[src/core/qas_regs.vh]
// Constants for the four-channel asynchronous serial controller.
// Assumes inclusion by bare name from the design files.
`ifndef QAS_REGS_VH
`define QAS_REGS_VH
// ==================================================
// Address codes with command/data select high
`define QAS_A_MASK 3'h0
`define QAS_A_CMD 3'h1
`define QAS_A_MAP 3'h2
`define QAS_A_EDAB 3'h3
`define QAS_A_EDCD 3'h4
`define QAS_A_STAT1 3'h5
`define QAS_A_STAT2 3'h6
`define QAS_UNUSED_RD 8'h00
// ==================================================
// Field positions and reset values
`define QAS_CMD_INIT 7
`define QAS_MAP_RST 8'he4
`define QAS_ZERO8 8'h00
`define QAS_BASE_DIV 24
`define QAS_OVS 16
`endif

[src/core/qas_top.v]
// Four-channel serial controller: host register file, port mapping,
// rate dividers and four transmit/receive pairs.
// Assumes host strobes are synchronous to clk_sys and one cycle long.
`timescale 1ns/1ps
`include "qas_regs.vh"
// Contract
// - Mask bits: rx 7..4, tx 3..0
// - Command bit 7 starts initial reset
// - Command bits 3..0 clear port errors
// - Two-bit map field routes logical to physical
// - Enable bits 7 and 3 per logical port
// - Rate field divides by two to n
// - Status one high nibble: receive data held
// - Status one low nibble: transmitter free
// - Status two high nibble: framing errors
// - Data addresses load tx, read rx
// - Control registers at codes 0..4 write; read back except code 1, which reads zero
// - Status registers read at codes 5,6
// - Logical indexing, dividers physical, map links
// - Receive-ready low while unmasked data held
// - Transmit-ready is NOR of unmasked flags
// - Frame start, LSB first, one stop; idle high
// - Hardware preset selects rate when low
module qas_top #(
   parameter BASE_DIV = `QAS_BASE_DIV
) (
   // Clock and reset
   input wire clk_sys,
   input wire rst,
   // Host bus
   input wire cs,
   input wire cmd_sel,
   input wire [2:0] addr,
   input wire wr_stb,
   input wire rd_stb,
   input wire [7:0] wdata,
   output reg [7:0] rdata_r,
   output reg rx_ready_irq_n,
   output reg tx_ready_irq_n,
   // Rate presets, index 3 = physical A
   input wire [3:0] hw_rate_preset_en,
   input wire [11:0] hw_rate_code,
   // Serial lines, index 3 = physical A
   input wire [3:0] serial_in,
   output reg [3:0] serial_out
);
   // ==================================================
   // Registers
   reg [7:0] mask_r;
   reg [7:0] map_r;
   reg [7:0] edab_r;
   reg [7:0] edcd_r;
   reg [3:0] clr_r;
   reg init_r;
   reg [7:0] txd_r [0:3];
   reg [3:0] txld_r;
   reg [3:0] rdtk_r;
   wire wr = cs && wr_stb;
   wire rd = cs && rd_stb;
   integer i;
   always @(posedge clk_sys or posedge rst) begin
      if (rst) begin
         mask_r <= `QAS_ZERO8;
         map_r <= `QAS_MAP_RST;
         edab_r <= `QAS_ZERO8;
         edcd_r <= `QAS_ZERO8;
         clr_r <= 4'h0;
         init_r <= 1'b0;
         txld_r <= 4'h0;
         rdtk_r <= 4'h0;
         for (i = 0; i < 4; i = i + 1) begin
            txd_r[i] <= 8'h00;
         end
      end else begin
         clr_r <= 4'h0;
         init_r <= 1'b0;
         txld_r <= 4'h0;
         rdtk_r <= 4'h0;
         if (init_r) begin
            mask_r <= `QAS_ZERO8;
            map_r <= `QAS_MAP_RST;
            edab_r <= `QAS_ZERO8;
            edcd_r <= `QAS_ZERO8;
         end else if (wr && !cmd_sel && !addr[2]) begin
            txd_r[addr[1:0]] <= wdata;
            txld_r[3 - addr[1:0]] <= 1'b1;
         end else if (wr && cmd_sel) begin
            case (addr)
               `QAS_A_MASK: mask_r <= wdata;
               `QAS_A_CMD: begin
                  init_r <= wdata[`QAS_CMD_INIT];
                  clr_r <= wdata[3:0];
               end
               `QAS_A_MAP: map_r <= wdata;
               `QAS_A_EDAB: edab_r <= wdata;
               `QAS_A_EDCD: edcd_r <= wdata;
               default: ;
            endcase
         end
         if (rd && !cmd_sel && !addr[2]) begin
            rdtk_r[3 - addr[1:0]] <= 1'b1;
         end
      end
   end
   // ==================================================
   // Per-port wiring; index 3 = logical/physical A
   wire [3:0] l_en = {edab_r[7], edab_r[3], edcd_r[7], edcd_r[3]};
   wire [11:0] sw_code = {edab_r[6:4], edab_r[2:0], edcd_r[6:4], edcd_r[2:0]};
   wire [3:0] avail;
   wire [3:0] free;
   wire [3:0] ferr;
   wire [3:0] oerr;
   wire [31:0] rxd;
   wire [3:0] txl;
   wire [3:0] p_en;
   reg [4:0] base_cnt_r;
   reg base_tick_r;
   reg [6:0] rate_cnt_r [0:3];
   reg [3:0] os_tick_r;
   reg [3:0] os_cnt_r [0:3];
   reg [3:0] bit_tick_r;
   // Physical port p is fed by whichever logical port maps to it
   function [1:0] who;
      input [7:0] m;
      input [1:0] p;
      integer k;
      begin
         who = 2'd0;
         for (k = 0; k < 4; k = k + 1) begin
            if (m[2 * k +: 2] == p) begin
               who = k[1:0];
            end
         end
      end
   endfunction
   always @(posedge clk_sys or posedge rst) begin
      if (rst) begin
         base_cnt_r <= 5'h0;
         base_tick_r <= 1'b0;
      end else begin
         base_tick_r <= 1'b0;
         base_cnt_r <= base_cnt_r + 5'h1;
         if (base_cnt_r == BASE_DIV[4:0] - 5'h1) begin
            base_cnt_r <= 5'h0;
            base_tick_r <= 1'b1;
         end
      end
   end
   genvar g;
   generate
      for (g = 0; g < 4; g = g + 1) begin : port
         // Logical g drives physical map field g
         wire [1:0] ph = map_r[2 * g +: 2];
         localparam [1:0] GI = g;
         wire [1:0] src = who(map_r, GI);
         wire [2:0] code = hw_rate_preset_en[g] ? sw_code[3 * g +: 3]
            : hw_rate_code[3 * g +: 3];
         wire [6:0] lim = (7'h01 << code) - 7'h01;
         assign p_en[g] = l_en[src];
         always @(posedge clk_sys or posedge rst) begin
            if (rst) begin
               rate_cnt_r[g] <= 7'h0;
               os_tick_r[g] <= 1'b0;
               os_cnt_r[g] <= 4'h0;
               bit_tick_r[g] <= 1'b0;
            end else begin
               os_tick_r[g] <= 1'b0;
               bit_tick_r[g] <= 1'b0;
               if (base_tick_r) begin
                  rate_cnt_r[g] <= rate_cnt_r[g] + 7'h1;
                  if (rate_cnt_r[g] >= lim) begin
                     rate_cnt_r[g] <= 7'h0;
                     os_tick_r[g] <= 1'b1;
                     os_cnt_r[g] <= os_cnt_r[g] + 4'h1;
                     bit_tick_r[g] <= os_cnt_r[g] == 4'hf;
                  end
               end
            end
         end
         qas_tx u_tx (
            .clk_sys(clk_sys),
            .rst(rst),
            .soft_rst(init_r),
            .enable(l_en[g]),
            .bit_tick(bit_tick_r[ph]),
            .load(txld_r[g]),
            .din(txd_r[3 - g]),
            .free_r(free[g]),
            .line_r(txl[g])
         );
         qas_rx u_rx (
            .clk_sys(clk_sys),
            .rst(rst),
            .soft_rst(init_r),
            .enable(l_en[g]),
            .os_tick(os_tick_r[ph]),
            .line_in(serial_in[ph]),
            .err_clr(clr_r[g]),
            .rd_take(rdtk_r[g]),
            .avail_r(avail[g]),
            .data_r(rxd[8 * g +: 8]),
            .ferr_r(ferr[g]),
            .oerr_r(oerr[g])
         );
         always @(posedge clk_sys or posedge rst) begin
            if (rst) begin
               serial_out[g] <= 1'b1;
            end else begin
               serial_out[g] <= p_en[g] ? txl[src] : 1'b1;
            end
         end
      end
   endgenerate
   // ==================================================
   // Read mux and ready pins
   wire [7:0] stat1 = {avail, free};
   wire [7:0] stat2 = {ferr, oerr};
   always @(posedge clk_sys or posedge rst) begin
      if (rst) begin
         rdata_r <= 8'h00;
         rx_ready_irq_n <= 1'b1;
         tx_ready_irq_n <= 1'b1;
      end else begin
         rx_ready_irq_n <= ~|(avail & ~mask_r[7:4]);
         tx_ready_irq_n <= ~|(free & ~mask_r[3:0]);
         if (rd) begin
            if (!cmd_sel) begin
               rdata_r <= addr[2] ? `QAS_UNUSED_RD : rxd[8 * (3 - addr[1:0]) +: 8];
            end else begin
               case (addr)
                  `QAS_A_MASK: rdata_r <= mask_r;
                  `QAS_A_CMD: rdata_r <= `QAS_ZERO8;
                  `QAS_A_MAP: rdata_r <= map_r;
                  `QAS_A_EDAB: rdata_r <= edab_r;
                  `QAS_A_EDCD: rdata_r <= edcd_r;
                  `QAS_A_STAT1: rdata_r <= stat1;
                  `QAS_A_STAT2: rdata_r <= stat2;
                  default: rdata_r <= `QAS_UNUSED_RD;
               endcase
            end
         end
      end
   end
endmodule

[src/core/qas_tx.v]
// Serial transmitter for one port: start, 8 data LSB first, 1 stop.
// Assumes bit_tick is a one-cycle pulse at the bit rate.
`timescale 1ns/1ps
module qas_tx (
   // Clock and reset
   input wire clk_sys,
   input wire rst,
   input wire soft_rst,
   // Control
   input wire enable,
   input wire bit_tick,
   input wire load,
   input wire [7:0] din,
   // Status and line
   output reg free_r,
   output reg line_r
);
   reg [8:0] shift_r;
   reg [3:0] cnt_r;
   reg busy_r;
   always @(posedge clk_sys or posedge rst) begin
      if (rst) begin
         free_r <= 1'b1;
         line_r <= 1'b1;
         shift_r <= 9'h1ff;
         cnt_r <= 4'h0;
         busy_r <= 1'b0;
      end else if (soft_rst || !enable) begin
         free_r <= 1'b1;
         line_r <= 1'b1;
         busy_r <= 1'b0;
         cnt_r <= 4'h0;
      end else begin
         if (load && free_r) begin
            shift_r <= {din, 1'b0};
            free_r <= 1'b0;
         end
         if (bit_tick) begin
            if (busy_r) begin
               line_r <= shift_r[0];
               shift_r <= {1'b1, shift_r[8:1]};
               if (cnt_r == 4'h9) begin
                  busy_r <= 1'b0;
                  free_r <= 1'b1;
                  line_r <= 1'b1;
               end
               cnt_r <= cnt_r + 4'h1;
            end else if (!free_r) begin
               busy_r <= 1'b1;
               cnt_r <= 4'h0;
               line_r <= 1'b1;
            end
         end
      end
   end
endmodule

[src/core/qas_rx.v]
// Serial receiver for one port with 16x oversampling, mid-bit sample.
// Assumes os_tick pulses at sixteen times the bit rate.
`timescale 1ns/1ps
`include "qas_regs.vh"
module qas_rx (
   // Clock and reset
   input wire clk_sys,
   input wire rst,
   input wire soft_rst,
   // Control
   input wire enable,
   input wire os_tick,
   input wire line_in,
   input wire err_clr,
   input wire rd_take,
   // Results
   output reg avail_r,
   output reg [7:0] data_r,
   output reg ferr_r,
   output reg oerr_r
);
   localparam IDLE = 3'b001;
   localparam BITS = 3'b010;
   localparam STOP = 3'b100;
   reg [2:0] st_r;
   reg [3:0] ph_r;
   reg [3:0] cnt_r;
   reg [7:0] sh_r;
   reg done;
   reg bad;
   always @* begin
      done = enable && os_tick && st_r == STOP && ph_r == 4'hf;
      bad = done && !line_in;
   end
   always @(posedge clk_sys or posedge rst) begin
      if (rst) begin
         st_r <= IDLE;
         ph_r <= 4'h0;
         cnt_r <= 4'h0;
         sh_r <= 8'h00;
         avail_r <= 1'b0;
         data_r <= 8'h00;
         ferr_r <= 1'b0;
         oerr_r <= 1'b0;
      end else if (soft_rst) begin
         st_r <= IDLE;
         avail_r <= 1'b0;
         ferr_r <= 1'b0;
         oerr_r <= 1'b0;
      end else begin
         // Set wins over clear so an error is never lost
         ferr_r <= bad | (ferr_r & ~err_clr);
         oerr_r <= (done & avail_r & ~rd_take) | (oerr_r & ~err_clr);
         if (done) begin
            data_r <= sh_r;
            avail_r <= 1'b1;
         end else if (rd_take) begin
            avail_r <= 1'b0;
         end
         if (!enable) begin
            st_r <= IDLE;
         end else if (os_tick) begin
            ph_r <= ph_r + 4'h1;
            case (st_r)
               IDLE: begin
                  ph_r <= 4'h0;
                  if (!line_in) begin
                     st_r <= BITS;
                     cnt_r <= 4'h0;
                     ph_r <= 4'h8;
                  end
               end
               BITS: if (ph_r == 4'hf) begin
                  if (cnt_r != 4'h0) begin
                     sh_r <= {line_in, sh_r[7:1]};
                  end
                  cnt_r <= cnt_r + 4'h1;
                  if (cnt_r == 4'h8) begin
                     st_r <= STOP;
                  end
               end
               STOP: if (ph_r == 4'hf) begin
                  st_r <= IDLE;
               end
               default: st_r <= IDLE;
            endcase
         end
      end
   end
endmodule

[config.mk]
export PLATFORM = sky130hd
export DESIGN_NAME = qas_top
export DESIGN_NICKNAME = d
export VERILOG_FILES = /design/src/core/qas_top.v /design/src/core/qas_tx.v /design/src/core/qas_rx.v
export VERILOG_INCLUDE_DIRS = /design/src /design/src/core
export SDC_FILE = /design/constraint.sdc
export NUM_CORES = 1
export LEC_CHECK = 0
export BUFFER_PORTS_ARGS = -buffer_cell sky130_fd_sc_hd__buf_4
export CAP_MARGIN = 20
export CORE_UTILIZATION = 60
export CTS_CLUSTER_DIAMETER = 200
export DETAILED_ROUTE_END_ITERATION = 12
export PLACE_DENSITY = 0.73
export SKIP_CTS_REPAIR_TIMING = 1
export SYNTH_ARGS = -nofsm -noshare
export SYNTH_HDL_FRONTEND = slang
export SYNTH_HIERARCHICAL = 1
export SYNTH_SLANG_ARGS = --single-unit
[constraint.sdc]
create_clock -name clk_sys -period 8.7 [get_ports clk_sys]
set_input_delay 1.305 -clock clk_sys [delete_from_list [all_inputs] [get_ports clk_sys]]
set_output_delay 1.305 -clock clk_sys [all_outputs]
set_load 0.05 [all_outputs]
Yosys cells after proc, flatten, opt, wreduce, memory -nomap -nowiden
Cells that the tools add are included.

$add $sub $neg: 26. Magnitude comparators: 16. Equal/unequal tests: 77. Shift-type cells: 5. Multiplexer cells: 277. Bitwise operators: 38. Reduce and logical (&&, ||, !) cells: 105.

Operators with widths (number): $mux 4 (39); $mux 8 (19); $mux 1 (130); $mux 9 (12); $mux 3 (32); $add 4x1->4 const B (16); $eq 4x4->1 const B (16); $pmux 8 s6 (1); $reduce_and 6->1 (8); $bmux 1 s2 (20); $pmux 3 s3 (4); $shiftx 32x33->8 (1); $bwmux 32 (1); $ge 32x1->1 const B (1); $lt 32x3->1 const B (1); $ne 4x3->1 const B (8); $ne 4x4->1 const B (8); $pmux 4 s2 (4); $logic_and 1x1->1 (29); $add 7x1->7 const B (4); $ge 7x7->1 (4); $mux 7 (4); $shl 1x3->7 const A (4); $sub 7x1->7 const B (4); other kinds (36) (174).

Register bits after elaboration: 333. Logic and storage cells: 633.

Depth between registers and ports, before layout
Word-level depth: 9. Gate-level depth with buffers: 14. Depth with buffers taken out: 13.

Modules after synthesis
The synthesis kept the hierarchy.

By module, submodules not included: qas_top (times used 1, cells each 717, area an instance 8089.0 sq um, sequential area each 3741.1 sq um); qas_rx (times used 4, cells each 119, area an instance 1445.1 sq um, sequential area each 752.0 sq um); qas_tx (times used 4, cells each 76, area an instance 792.0 sq um, sequential area each 414.1 sq um).

Worst setup path after synthesis
OpenSTA, ideal clock, no wires.

Kind: input-to-reg. Start: input hw_rate_preset_en[2]. End: register os_cnt_r[5] in the netlist's numbering. Arrival time: 3.753 ns. Data required time: 8.572 ns. Slack: 4.819 ns. Stages: 14. Buffers on the path: 1. Path through: mux2_2 -> nor2_1 -> nand2_1 -> ha_1 -> xnor2_1 -> nor2_1 -> a21oi_1 -> ha_1 -> nand4_1 -> and3_1 -> o21ai_1 -> and2_1 -> buf_2 -> mux2_1.

Longest elaborated chain between the ends: 5.

Ends and longest elaborated chain: from (decl) (RTL line qas_top.v:41) `input wire [3:0] hw_rate_preset_en,`; $mux 3 (RTL line qas_top.v:156) `wire [2:0] code = hw_rate_preset_en[g] ? sw_code[3 * g +: 3]`; $shl 1x3->7 (RTL line qas_top.v:158) `wire [6:0] lim = (7'h01 << code) - 7'h01;`; $sub 7x1->7 (RTL line qas_top.v:158); $ge 7x7->1 (RTL line qas_top.v:171) `if (rate_cnt_r[g] >= lim) begin`; $reduce_and 2->1 (no source line); to (signal, indexed assignment) (RTL line qas_top.v:174) `os_cnt_r[g] <= os_cnt_r[g] + 4'h1;`; to (decl) (RTL line qas_top.v:120) `reg [3:0] os_cnt_r [0:3];`.

No other way between the ends. A chain may end at the register's enable or synchronous reset.

Worst setup path in the final report
Start: input hw_rate_preset_en[0]. End: register os_cnt_r[13] in the netlist's numbering.

Same word-level chain as after synthesis.

==> reports/results.tsv <==
metric	value	unit
antenna_left	0	
critPathRequiredTime	9090	ps
synth_top_cells_by_area	dfrtp_1 40%, dfstp_2 8.9%, mux2_2 6.1%	
die_area	29070	µm²
gp_congestion	0.8746	
die_y	170.5	µm
fillCellCount	2070	
clock_latency	510	ps
setup_violations	0	
insertedDiodeCount	0	
place_inst	1883	
reg2reg_from	edcd_r[2]	
synth_flop_cell	dfrtp_1	
max_slew_margin	35.36	%
path_delay_family	simple AND/OR/NAND/NOR gates	
r2r_cells	13	
finish.net_count	1641	
async_flop_share	100.0	%
detail_route.wirelength	37260	µm
clk_root_buffer_cell	clkbuf_16	
p_leak	8.678	nW
worstSetupPathType	input pin to flip-flop	
arrival	4170	ps
yosys.area.top_type	dfrtp_1	
clockBufferDepth	3	
crit_buf_inv	1	
cts_buffers	36	
cp_cell_sequence	buf_4 > mux2_2 > nor2_1 > nand2_1 > ha_1 > xnor2_1 > nor2_1 > a21oi_1 > ha_1 > nand4_1 > and3_1 > o21ai_1 > and2_1 > mux2_1	
layout_common_cells	274 x dfrtp_1, 157 x nor2_1, 98 x nand2_1	
seq_area	8407	µm²
final-instance-count-excl-fill	1946	
finalHoldViolCount	0	
cp.depth	14	
synth-seq-cells	333	
grt_pass1_wl	60880	µm
vias_per_cell	6.002	
grt_pass1_vias	11370	
fin_crit_sh	43.52	%
synth_area	17040	µm²
design.portCount	51	
cts_tree	built	
final_common_cell	dfrtp_1	
numPortBuffers	50	
track_usage	26.77	%
whs_path_depth	1	
cp_max_fo	7	
slew_viol_final	0	
multiInputGateArea	8100	µm²
r2r_slack	5390	ps
cp-startpoint	hw_rate_preset_en[0]	
ys_types	68	
start_util	61.16	%
cts_sinks	333	
clk_pin_slew	60	ps
powerDensity	202.5	nW/µm²
endpoint	os_cnt_r[13]	
dr.first_iter.drc_count	850	
gr-total-overflow	0	
drive_gt1_share	24.11	%
cp-end-kind	flip-flop	
dpl.hpwl	25900	µm
vias	11680	
syn_nets	1595	
num_rows	61	
drv_cap	0	
wire_per_inst	19.15	µm
yosysTopAreaCellShare	40.39	%
antenna_found_initial	0	
synth_edf_count	0	
drc	0	
hold_path_class	flip-flop to flip-flop	
synth-seq-area-share	49.34	%
max_slew.worst_pin.slew	969.6	ps
rsz0062_at_grt	false	
areaGrowthSynthToFinish	10.78	%
ir_worst_vdd	0.1257	mV
period_minus_slack	3786	ps
htreeDepth	2	
max_stage_delay	360	ps
firstDrtPassIters	6	
r2r_end	os_cnt_r[13]	
final.setup_skew	11.23	ps
start_kind	input pin	
crit_slowest_cell	mux2_2	
fmax	264.1	MHz
coreArea	27860	µm²
yosys_warnings	6	
chipWidth	170.5	µm
grt_max_degree	77	
status	finished, final reports clean	
setup_tns	0	ps
syn_area_per_cell	11.38	µm²
synthesis.instances	1497	
## routing by layer
metal | GRT usage, % | routed length (µm)
met3 | 3.470 | 1871
met4 | 7.090 | 741
met1 | 37.28 | 16460
met5 | 0 | 0
met2 | 44.33 | 18180
## flip-flops by register name, indices dropped and copies added, names as in the netlist, 16 cells and up
name,count
port.u_rx/sh_r,32
port.u_rx/data_r,32
port.u_tx/shift_r,36
port.u_rx/ph_r,16
rate_cnt_r,28
port.u_rx/cnt_r,16
txd_r,32
os_cnt_r,16
port.u_tx/cnt_r,16
## cells in the mapped netlist (all sizes together) (5+ instances only)
library cell,number
clkbuf,18
nand2b,28
nand3,39
and3,15
nor3,26
a21oi,44
a2bb2oi,5
o31ai,10
mux2i,53
o21ai,71
o22ai,38
dfstp,58
xor2,18
o221ai,5
xnor2,18
o211ai,7
ha,61
or3,5
mux2,129
nor2,163
nor3b,9
mux4,22
nand2,107
dfrtp,275
o2bb2ai,5
a211oi,5
and2,10
nand4,29
a31oi,11
a21o,9
a22oi,15
a22o,8
inv,65
a221oi,6
nand3b,10
buf,31
nor2b,29
## per-stage QoR
stage | util, % | hold WS, ps | total power, mW | cell area [µm²] | worst slack (ps)
after floorplan | - | 423.9 | 2.145 | 17040 | 3404
after global placement | 63.36 | 454.3 | 2.280 | 17650 | 4528
after detailed placement | 63.45 | 457.9 | 2.301 | 17680 | 4387
after CTS | 67.75 | 470.3 | 3.852 | 18870 | 4926
after global routing | 67.75 | 490.3 | 3.990 | 18870 | 4618
final | 67.75 | 466.5 | 3.823 | 18870 | 4914
## worst min-delay path by stage
stage                                    start             end
after floorplan           port[3].u_rx/avail_r  rx_ready_irq_n
after global placement           base_cnt_r[0]   base_cnt_r[0]
after detailed placement           os_cnt_r[3]     os_cnt_r[3]
after CTS                          os_cnt_r[3]     os_cnt_r[3]
after global routing             base_cnt_r[0]   base_cnt_r[0]
final                              os_cnt_r[3]     os_cnt_r[3]
## power breakdown
group	total [mW]	switching [mW]	internal, mW	leakage, nW
Clock	1.54	0.607	0.936	0.588
Sequential	1.81	0.126	1.68	4.29
Combinational	0.473	0.267	0.206	3.80
Total	3.82	1.00	2.82	8.68
## cells by family after synthesis
kind of cell | after synthesis | share of synthesized area [%]
buffers and inverters | 114 | 3.121
adder cells (fa/ha/maj) | 61 | 4.480
AO/OA/AOI/OAI | 255 | 10.33
AND/OR/NAND/NOR | 494 | 15.63
flip-flops | 333 | 49.34
multiplexers | 204 | 15.25
XOR/XNOR | 36 | 1.851
## layout make-up
cell class,instances,share of cell area (%)
clock inverters,11,0.7159
repair buffers,57,2.373
well taps,378,2.506
inverters,65,1.319
multi-input cells,1050,42.92
flip-flops and latches,333,44.54
clock buffers,52,5.628
No activity file was read; power rests on OpenSTA's default activity.
